### config.mk
export PLATFORM = sky130hd
export DESIGN_NAME = sms_ctrl
export DESIGN_NICKNAME = d
export VERILOG_FILES = /design/src/sms_fifo.v /design/src/sms_ctrl.v
export VERILOG_INCLUDE_DIRS = /design/src
export SDC_FILE = /design/constraint.sdc
export NUM_CORES = 1
export LEC_CHECK = 0
export BUFFER_PORTS_ARGS = -buffer_cell sky130_fd_sc_hd__buf_2
export CORE_UTILIZATION = 59
export DETAILED_ROUTE_END_ITERATION = 16
export PLACE_DENSITY = 0.79
export SLEW_MARGIN = 20
export SYNTH_ARGS = -nofsm -noshare
export SYNTH_HDL_FRONTEND = slang
export SYNTH_SLANG_ARGS = --single-unit
### constraint.sdc
create_clock -name clk -period 3.52 [get_ports clk]
set_clock_uncertainty 0.1 [all_clocks]
set_input_delay 0.176 -clock clk [delete_from_list [all_inputs] [get_ports clk]]
set_output_delay 0.176 -clock clk [all_outputs]
set_load 0.02 [all_outputs]
### src/sms_regs.vh
// Purpose: constants shared by the serial controller and its FIFO
// Assumes: 100 MHz system clock, bytes of eight bits
// Notes: definitions only, guarded against double inclusion
`ifndef SMS_REGS_VH
`define SMS_REGS_VH

// Select-mode field encodings
`define SMS_MODE_3WIRE 2'h0
`define SMS_MODE_MULTI 2'h1
`define SMS_MODE_HI_BIT 1
`define SMS_MODE_LO_BIT 0
// Reset values of the control bits
`define SMS_MODE_RESET 2'h1
`define SMS_ENABLE_RESET 1'h0
`define SMS_MASTER_RESET 1'h0

// Byte framing
`define SMS_BYTE_W 8
`define SMS_LAST_BIT 3'h7

// Receive FIFO shape
`define SMS_FIFO_W 8
`define SMS_FIFO_DEPTH 8
`define SMS_FIFO_AW 3

// Timing: master clock half period, least time, rounded up
`define SMS_CLK_NS 10
`define SMS_SCK_HALF_NS 40
`define SMS_SCK_HALF_CYC \
	((`SMS_SCK_HALF_NS + `SMS_CLK_NS - 1) / `SMS_CLK_NS)

`endif

### src/sms_fifo.v
// Purpose: small first-in first-out buffer for received bytes
// Assumes: one clock, synchronous active-high reset
// Notes: all outputs registered, show-ahead read data
`timescale 1ns/1ns
module sms_fifo #(
	parameter WIDTH = 8,
	parameter DEPTH = 8,
	parameter AW = 3
) (
	input wire clk,
	input wire rst,
	input wire inValid,
	input wire [WIDTH-1:0] inData,
	output reg inReady,
	output reg outValid,
	output reg [WIDTH-1:0] outData,
	input wire outReady
);

reg [WIDTH-1:0] mem [0:DEPTH-1];
reg [AW-1:0] wrPtr;
reg [AW-1:0] rdPtr;
reg [AW:0] count;
wire push;
wire pop;
wire [AW-1:0] next_rdPtr;
wire [AW:0] next_count;

// Handshakes use registered ready and valid, so never over or under run
assign push = inValid & inReady;
assign pop = outReady & outValid;
assign next_rdPtr = pop ? rdPtr + 1'b1 : rdPtr;
assign next_count = count + {{AW{1'b0}}, push} - {{AW{1'b0}}, pop};

// Storage has no reset; contents are only read once written
always @(posedge clk) begin
	if (push) begin
		mem[wrPtr] <= inData;
	end
end

// Pointers, fill level and registered flags
always @(posedge clk) begin
	if (rst) begin
		wrPtr <= {AW{1'b0}};
		rdPtr <= {AW{1'b0}};
		count <= {(AW+1){1'b0}};
		inReady <= 1'b0;
		outValid <= 1'b0;
		outData <= {WIDTH{1'b0}};
	end else begin
		if (push) begin
			wrPtr <= wrPtr + 1'b1;
		end
		rdPtr <= next_rdPtr;
		count <= next_count;
		inReady <= (next_count != DEPTH[AW:0]);
		outValid <= (next_count != {(AW+1){1'b0}});
		// Bypass when the word being written is the next one shown
		if (push && (wrPtr == next_rdPtr)) begin
			outData <= inData;
		end else begin
			outData <= mem[next_rdPtr];
		end
	end
end

endmodule

### src/sms_ctrl.v
// Purpose: full-duplex serial controller, master or slave, with select modes
// Assumes: clk at 100 MHz, rst synchronous active high, link mode 0
// Notes: pins are split into in, out and active-low output enable
//
// Behaviour
// - Shift every byte most significant bit first
// - Master drives master-out from shift MSB
// - Slave-out tri-stated when disabled or unselected
// - Three-wire slave always drives slave-out MSB
// - Four-wire slave ignores clock while select high
// - Mode 00: three-wire, slave always selected
// - Mode 01: select input, low selects slave
// - Multi-master low select clears enables, sets fault
// - Mode 1x: select output follows low bit
// - Select routed to pin except in three-wire mode 00
// - Master enable flag enters master operation
// - Data write fills buffer, starts if shifter empty; master also waits for receive room
// - Master shifts out at once, makes clock
// - Done flag set at each byte end
// - Received byte moves to receive buffer, MSB first; if full, dropped, overrun flagged
// - Reset select mode is multi-master, input select
// - Slave counts eight edges then completes byte
// - Write while buffer full and not loaded that cycle dropped, collision flagged
`timescale 1ns/1ns
`include "sms_regs.vh"
module sms_ctrl (
	input wire clk,
	input wire rst,
	input wire ctrlWrite,
	input wire ctrlWrEnable,
	input wire ctrlWrMaster,
	input wire [1:0] ctrlWrMode,
	input wire serialDataWrite,
	input wire [7:0] serialDataByte,
	input wire clearDone,
	input wire clearCollision,
	input wire clearFault,
	input wire clearOverrun,
	output wire [7:0] rxByte,
	output wire rxValid,
	input wire rxReady,
	input wire sckIn,
	output reg sckOut,
	output reg sckOeN,
	input wire mosiIn,
	output reg mosiOut,
	output reg mosiOeN,
	input wire misoIn,
	output reg misoOut,
	output reg misoOeN,
	input wire nssIn,
	output reg nssOut,
	output reg nssOeN,
	output reg nssPinMapped,
	output reg serialCtrlEnable,
	output reg masterEnableFlag,
	output reg [1:0] selectModeField,
	output reg transferDoneFlag,
	output reg writeCollisionFlag,
	output reg modeFaultFlag,
	output reg overrunFlag,
	output reg busy,
	output reg txBufFull
);

localparam [1:0] M_IDLE = 2'h0;
localparam [1:0] M_LOW = 2'h1;
localparam [1:0] M_HIGH = 2'h2;
localparam integer HALF_LAST_INT = `SMS_SCK_HALF_CYC - 1;
localparam [3:0] HALF_LAST = HALF_LAST_INT[3:0];

// Sticky flag: an event in the clearing cycle wins over the clear
function flagNext(input cur, input setEv, input clrEv);
	begin
		flagNext = setEv | (cur & ~clrEv);
	end
endfunction

// Slave selection as decoded from the select mode and pin level
function slaveSelected(input [1:0] mode, input nss);
	begin
		slaveSelected = (mode == `SMS_MODE_3WIRE) |
			((mode == `SMS_MODE_MULTI) & ~nss);
	end
endfunction

reg sckMeta;
reg sckSync;
reg sckPrev;
reg mosiMeta;
reg mosiSync;
reg misoMeta;
reg misoSync;
reg nssMeta;
reg nssSync;
reg nssPrev;
reg [7:0] shiftReg;
reg [7:0] txBuf;
reg shiftEmpty;
reg [2:0] bitCnt;
reg [1:0] mState;
reg [3:0] halfCnt;
reg sampledBit;
wire asMaster;
wire asSlave;
wire selNow;
wire faultNow;
wire sckRise;
wire nssFall;
wire slvRise;
wire halfDone;
wire masterStart;
wire slaveLoad;
wire txLoad;
wire mDone;
wire sDone;
wire byteDone;
wire [7:0] byteVal;
wire rxInReady;
wire rxPush;
wire collideNow;

// Pins from the far side pass two flip-flops before any use
always @(posedge clk) begin
	if (rst) begin
		sckMeta <= 1'b0;
		sckSync <= 1'b0;
		sckPrev <= 1'b0;
		mosiMeta <= 1'b0;
		mosiSync <= 1'b0;
		misoMeta <= 1'b0;
		misoSync <= 1'b0;
		nssMeta <= 1'b1;
		nssSync <= 1'b1;
		nssPrev <= 1'b1;
	end else begin
		sckMeta <= sckIn;
		sckSync <= sckMeta;
		sckPrev <= sckSync;
		mosiMeta <= mosiIn;
		mosiSync <= mosiMeta;
		misoMeta <= misoIn;
		misoSync <= misoMeta;
		nssMeta <= nssIn;
		nssSync <= nssMeta;
		nssPrev <= nssSync;
	end
end

// Role and event decode
assign asMaster = serialCtrlEnable & masterEnableFlag;
assign asSlave = serialCtrlEnable & ~masterEnableFlag;
assign selNow = slaveSelected(selectModeField, nssSync);
assign faultNow = asMaster & (selectModeField == `SMS_MODE_MULTI) &
	~nssSync;
assign sckRise = sckSync & ~sckPrev;
assign nssFall = nssPrev & ~nssSync;
// Unselected four-wire slave never sees the clock
assign slvRise = asSlave & selNow & sckRise;
assign halfDone = (halfCnt == HALF_LAST);

// Transfer start: master waits for room in the receive FIFO
assign masterStart = asMaster & ~faultNow & (mState == M_IDLE) &
	txBufFull & rxInReady;
// Reload waits a cycle when a clock edge or select fall lands with it
assign slaveLoad = asSlave & txBufFull & shiftEmpty &
	(bitCnt == 3'h0) & ~slvRise & ~nssFall;
assign txLoad = masterStart | slaveLoad;

// Byte completion, new bit enters at the bottom
assign mDone = (mState == M_HIGH) & halfDone &
	(bitCnt == `SMS_LAST_BIT);
assign sDone = slvRise & (bitCnt == `SMS_LAST_BIT);
assign byteDone = mDone | sDone;
assign byteVal = mDone ? {shiftReg[6:0], sampledBit} :
	{shiftReg[6:0], mosiSync};
assign rxPush = byteDone & rxInReady;
// Writes that find the buffer still occupied are dropped
assign collideNow = serialDataWrite & txBufFull & ~txLoad;

// Control bits; a mode fault overrides the enable and master bits of a same-cycle write
always @(posedge clk) begin
	if (rst) begin
		serialCtrlEnable <= `SMS_ENABLE_RESET;
		masterEnableFlag <= `SMS_MASTER_RESET;
		selectModeField <= `SMS_MODE_RESET;
	end else begin
		if (ctrlWrite) begin
			serialCtrlEnable <= ctrlWrEnable;
			masterEnableFlag <= ctrlWrMaster;
			selectModeField <= ctrlWrMode;
		end
		if (faultNow) begin
			serialCtrlEnable <= 1'b0;
			masterEnableFlag <= 1'b0;
		end
	end
end

// Sticky status flags, hardware only ever sets them
always @(posedge clk) begin
	if (rst) begin
		transferDoneFlag <= 1'b0;
		writeCollisionFlag <= 1'b0;
		modeFaultFlag <= 1'b0;
		overrunFlag <= 1'b0;
	end else begin
		transferDoneFlag <= flagNext(transferDoneFlag, byteDone,
			clearDone);
		writeCollisionFlag <= flagNext(writeCollisionFlag, collideNow,
			clearCollision);
		modeFaultFlag <= flagNext(modeFaultFlag, faultNow,
			clearFault);
		overrunFlag <= flagNext(overrunFlag, byteDone & ~rxInReady,
			clearOverrun);
	end
end

// Transmit holding buffer
always @(posedge clk) begin
	if (rst) begin
		txBuf <= 8'h00;
		txBufFull <= 1'b0;
	end else begin
		if (serialDataWrite && (!txBufFull || txLoad)) begin
			txBuf <= serialDataByte;
			txBufFull <= 1'b1;
		end else if (txLoad || !serialCtrlEnable) begin
			txBufFull <= 1'b0;
		end
	end
end

// Shifter, bit counter and master clock sequencer
always @(posedge clk) begin
	if (rst) begin
		shiftReg <= 8'h00;
		shiftEmpty <= 1'b1;
		bitCnt <= 3'h0;
		mState <= M_IDLE;
		halfCnt <= 4'h0;
		sampledBit <= 1'b0;
		sckOut <= 1'b0;
		mosiOut <= 1'b0;
	end else if (!serialCtrlEnable || faultNow) begin
		// Disable or fault aborts and rearms the bit counter
		bitCnt <= 3'h0;
		mState <= M_IDLE;
		halfCnt <= 4'h0;
		sckOut <= 1'b0;
		shiftEmpty <= 1'b1;
	end else if (asMaster) begin
		case (mState)
		M_IDLE: begin
			sckOut <= 1'b0;
			if (masterStart) begin
				shiftReg <= txBuf;
				shiftEmpty <= 1'b0;
				mosiOut <= txBuf[7];
				bitCnt <= 3'h0;
				halfCnt <= 4'h0;
				mState <= M_LOW;
			end
		end
		M_LOW: begin
			if (halfDone) begin
				sckOut <= 1'b1;
				sampledBit <= misoSync;
				halfCnt <= 4'h0;
				mState <= M_HIGH;
			end else begin
				halfCnt <= halfCnt + 4'h1;
			end
		end
		M_HIGH: begin
			if (halfDone) begin
				sckOut <= 1'b0;
				halfCnt <= 4'h0;
				shiftReg <= {shiftReg[6:0], sampledBit};
				mosiOut <= shiftReg[6];
				if (bitCnt == `SMS_LAST_BIT) begin
					shiftEmpty <= 1'b1;
					bitCnt <= 3'h0; // Rearm so busy drops
					mState <= M_IDLE;
				end else begin
					bitCnt <= bitCnt + 3'h1;
					mState <= M_LOW;
				end
			end else begin
				halfCnt <= halfCnt + 4'h1;
			end
		end
		default: begin
			mState <= M_IDLE;
		end
		endcase
	end else begin
		// Slave: falling select restarts the byte in four-wire mode
		mState <= M_IDLE;
		sckOut <= 1'b0;
		if ((selectModeField == `SMS_MODE_MULTI) && nssFall) begin
			bitCnt <= 3'h0;
		end else if (slvRise) begin
			bitCnt <= bitCnt + 3'h1;
			shiftReg <= {shiftReg[6:0], mosiSync};
			shiftEmpty <= 1'b0;
			if (sDone) begin
				shiftEmpty <= 1'b1;
			end
		end else if (slaveLoad) begin
			shiftReg <= txBuf;
			shiftEmpty <= 1'b0;
		end
	end
end

// Pin drivers and status; enables are low while driving
always @(posedge clk) begin
	if (rst) begin
		sckOeN <= 1'b1;
		mosiOeN <= 1'b1;
		misoOut <= 1'b0;
		misoOeN <= 1'b1;
		nssOut <= 1'b1;
		nssOeN <= 1'b1;
		nssPinMapped <= 1'b1;
		busy <= 1'b0;
	end else begin
		sckOeN <= ~asMaster;
		mosiOeN <= ~asMaster;
		misoOut <= shiftReg[7];
		misoOeN <= ~(asSlave & selNow);
		nssOut <= selectModeField[`SMS_MODE_LO_BIT];
		nssOeN <= ~selectModeField[`SMS_MODE_HI_BIT];
		nssPinMapped <= (selectModeField != `SMS_MODE_3WIRE);
		busy <= (mState != M_IDLE) | (bitCnt != 3'h0);
	end
end

// Receive buffer; a full buffer stalls the master before it starts
sms_fifo #(
	.WIDTH(`SMS_FIFO_W),
	.DEPTH(`SMS_FIFO_DEPTH),
	.AW(`SMS_FIFO_AW)
) rxFifo (
	.clk(clk),
	.rst(rst),
	.inValid(rxPush),
	.inData(byteVal),
	.inReady(rxInReady),
	.outValid(rxValid),
	.outData(rxByte),
	.outReady(rxReady)
);

endmodule

==> flow_metrics.py <==
metrics = {
    "status": {
        "status": "complete, no violations",
    },
    "logic_synthesis": {
        "synth_area_leader_cell": "edfxtp_1",
        "synth_top_flop_cell": "dfxtp_1",
        "syn_inst": 508,
        "synth_compound_area_share_pct": 13.7,
        "syn_nets": 548,
        "synth_top_family_by_area": "simple AND/OR/NAND/NOR gates",
        "yosys_warnings": 0,
        "postSynthAreaPerCell_sq_um": 11.8,
        "synth_cell_types": 71,
        "synth_edf_count": 64,
        "synth_xor_area_share_pct": 1.41,
        "ys_top_cells_by_area": "edfxtp_1 32%, dfxtp_1 25%, mux4_2 3.0%",
        "synthAdderAreaFrac_pct": 3.24,
        "yosysSeqAreaShare_pct": 56.9,
        "syn_area_sq_um": 6020,
        "muxShareOfSynthArea_pct": 6.11,
        "async_reset_ff_share_pct": 0,
        "post-synth-top-area-fraction_pct": 31.9,
        "synthSimpleGateAreaFrac_pct": 14.8,
        "synth_seq_cells": 139,
    },
    "grt": {
        "grt_max_degree": 38,
        "overflow": 0,
        "grt_pass1_wl_mm": 22.3,
        "grt_use_total_pct": 28.9,
        "grt_pass1_vias": 4424,
        "antenna_found_initial": 0,
    },
    "layout": {
        "fillerInstances": 636,
        "final_layout_size_suffix_gt1_share_pct": 22.4,
        "syn2layout_area_growth_pct": 22.0,
        "diodes": 0,
        "nets": 643,
        "post-route-util_pct": 74.8,
    },
    "floorplanning": {
        "pin_count": 53,
        "die_h_um": 103,
        "rows": 36,
        "die_area_sq_um": 10600,
        "die_w_um": 103,
        "core_sq_um": 9820,
        "start_util_pct": 61.3,
    },
    "worst_hold_path": {
        "holdPathStages": 4,
        "hold_path_class": "primary input to flop",
    },
    "power": {
        "leakage_uw": 0.00285,
        "power_uw": 4210,
        "clockPowerShare_pct": 40.8,
        "vdd_ir_drop_max_uv": 397,
        "p_seq_share_pct": 43.0,
        "netSwitchingFraction_pct": 26.8,
        "comb_power_share_pct": 16.2,
        "total_switching_power_uw": 1130,
        "p_per_area_nw_per_um2": 574,
        "p_int_uw": 3080,
    },
    "placed_design": {
        "io_buffer_count": 52,
        "dpl.hpwl_mm": 8.76,
        "gp_congestion": 0.885,
        "dp_slack_ns": 0.564,
    },
    "routing": {
        "drt_wl_total_mm": 14.3,
        "wl_per_cell_um": 19.1,
        "drc": 0,
        "first_pass_iters": 5,
        "vias": 4434,
        "dr.first_iter.drc_count": 314,
        "via_per_inst": 5.92,
        "ant_nets": 0,
    },
    "clocking": {
        "clkTransAtPathRegs_ns": 0.06,
        "cts-htree-levels": 4,
        "clock_sinks": 139,
        "cts.repair.resized": 0,
        "cts_setup_buffers": 0,
        "clk_latency_ns": 0.52,
        "cts_buffer_depth": 2,
        "cts-root-buf": "clkbuf_8",
        "cts_tree": "yes",
        "numCtsBuffers": 17,
    },
    "critical_path": {
        "cp.required_ns": 3.81,
        "worstPathMaxFanout": 15,
        "start_kind": "flop",
        "cp.arrival_ns": 3.38,
        "r2r_cells": 9,
        "end_kind": "flop",
        "critical_path_class": "flop to flop",
    },
    "job": {
        "drv_cap": 0,
    },
    "sta": {
        "whs_ns": 0.246,
        "setup_tns_ns": 0,
        "fmax_mhz": 323,
        "setup_ws_ns": 0.427,
        "worst_pin_slew_ns": 0.845,
        "hold_viol_final": 0,
        "setup_viol_count_final": 0,
        "slew_violations": 0,
        "timing.slew.headroom_pct": 43.6,
        "period_needed_ns": 3.09,
        "finalCritPeriodShare_pct": 87.9,
        "rsz0062_at_grt": "false",
    },
}
## power groups by stage
stage          registers [uW]  clock network [uW]  logic (uW)
5_1_grt                  1820                1790         740
3_5_place_dp             1850                   0         632
3_3_place_gp             1840                   0         607
6_report                 1810                1720         681
2_1_floorplan            1860                   0         477
4_1_cts                  1810                1720         679
## what timing repair did
action                     CTS  global route
hold endpoints to repair    24             0
setup endpoints to repair    0             0
hold buffers                40             0
## critical path, cell delays in order (launching register included)
cell,delay [ns]
dfxtp_1,0.40
ha_1,0.23
nor3b_2,0.41
nand2_1,0.13
a21o_1,0.38
inv_1,0.21
ha_1,0.22
fa_1,0.44
nor3_1,0.32
a21oi_1,0.11
## layer usage
metal	vias to the layer above	share of wire (%)	wire length, um	track usage (%)
met4	0	2.7	394	14.0
met2	210	52	7400	49.3
met3	30	5.3	763	5.97
li1	2056	-	-	-
met5	-	0	0	0
met1	2138	40	5780	35.1
## worst paths after layout
check,to,from,slack (ns)
hold / removal,rxFifo.rdPtr[1]$_SDFF_PP0_,rxReady,0.25
hold reg to reg,nssSync$_SDFF_PP1_,nssMeta$_SDFF_PP1_,0.32
setup / recovery,rxFifo.outValid$_SDFF_PP0_,halfCnt[0]$_SDFFE_PP0P_,0.43
setup reg to reg,rxFifo.outValid$_SDFF_PP0_,halfCnt[0]$_SDFFE_PP0P_,0.43
## cell type report
class                           instances  area, sq um  area share, %
Clock inverter                         13          140           1.91
Multi-Input combinational cell        322         2360           32.2
Clock buffer                           19          432           5.88
Timing Repair Buffer                  103          743           10.1
Inverter                               20         75.1           1.02
Tap cell                              133          166           2.27
Sequential cell                       139         3420           46.6
## sequential cells by signal (all words and copies together) (netlist names), 2 cells and up
register,flops
rxFifo.outData,8
rxFifo.mem,64
selectModeField,2
bitCnt,3
mState,2
rxFifo.wrPtr,3
txBuf,8
shiftReg,8
rxFifo.rdPtr,3
halfCnt,4
rxFifo.count,4
## kinds of logic (layout without fill, tap and decap cells)
| logic type | count (synthesis) | count (layout) |
|---|---|---|
| and+or+nand+nor | 166 | 166 |
| DFF | 139 | 139 |
| muxes | 26 | 26 |
| adders and majority gates | 15 | 15 |
| AOI/OAI and AO/OA | 107 | 107 |
| xor gates and xnor gates | 8 | 8 |
| buffers and inverters | 47 | 155 |
## cells in the mapped netlist (3+ instances only)
cell,number
a21o_1,4
mux2i_1,15
mux4_2,8
buf_2,5
a21oi_1,29
nor2b_1,12
a211oi_1,9
a311oi_2,3
dfxtp_1,75
clkbuf_1,13
o21a_1,3
nand3_1,15
o21ai_0,15
buf_6,4
xnor2_1,4
a311o_1,6
inv_1,19
a31oi_1,7
and2_4,4
edfxtp_1,64
or2_2,4
nand2b_1,6
nand2_1,48
a211oi_2,7
nor2_1,26
ha_1,14
or3_1,4
a2bb2oi_1,3
and3_1,8
xor2_1,3
o31ai_1,7
nor3_1,15
## per-stage QoR
stage / instances / instance area (sq um)
2_1_floorplan: 508 / 6020
3_3_place_gp: 677 / 6370
3_5_place_dp: 677 / 6370
4_1_cts: 749 / 7340
5_1_grt: 749 / 7340
6_report: 749 / 7340
## placed cells by master (no fill, tap or decap), types with 3 or more instances in the layout
master	instances
and3_1	8
edfxtp_1	64
a311o_1	6
or3_1	4
mux4_2	8
dfxtp_1	75
o31ai_1	7
buf_4	11
a21o_1	4
a211oi_2	7
a311oi_2	3
o21ai_0	15
nand2_1	48
xnor2_1	4
mux2i_1	15
nor3_1	15
inv_6	4
nand2b_1	6
a2bb2oi_1	3
dlygate4sd3_1	40
a21oi_1	29
a211oi_1	9
or2_2	4
o21a_1	3
nor2_1	26
xor2_1	3
inv_1	19
and2_4	4
clkbuf_16	16
buf_2	52
nand3_1	15
ha_1	14
clkinvlp_4	3
nor2b_1	12
a31oi_1	7
No activity file was read; power rests on OpenSTA's default activity.
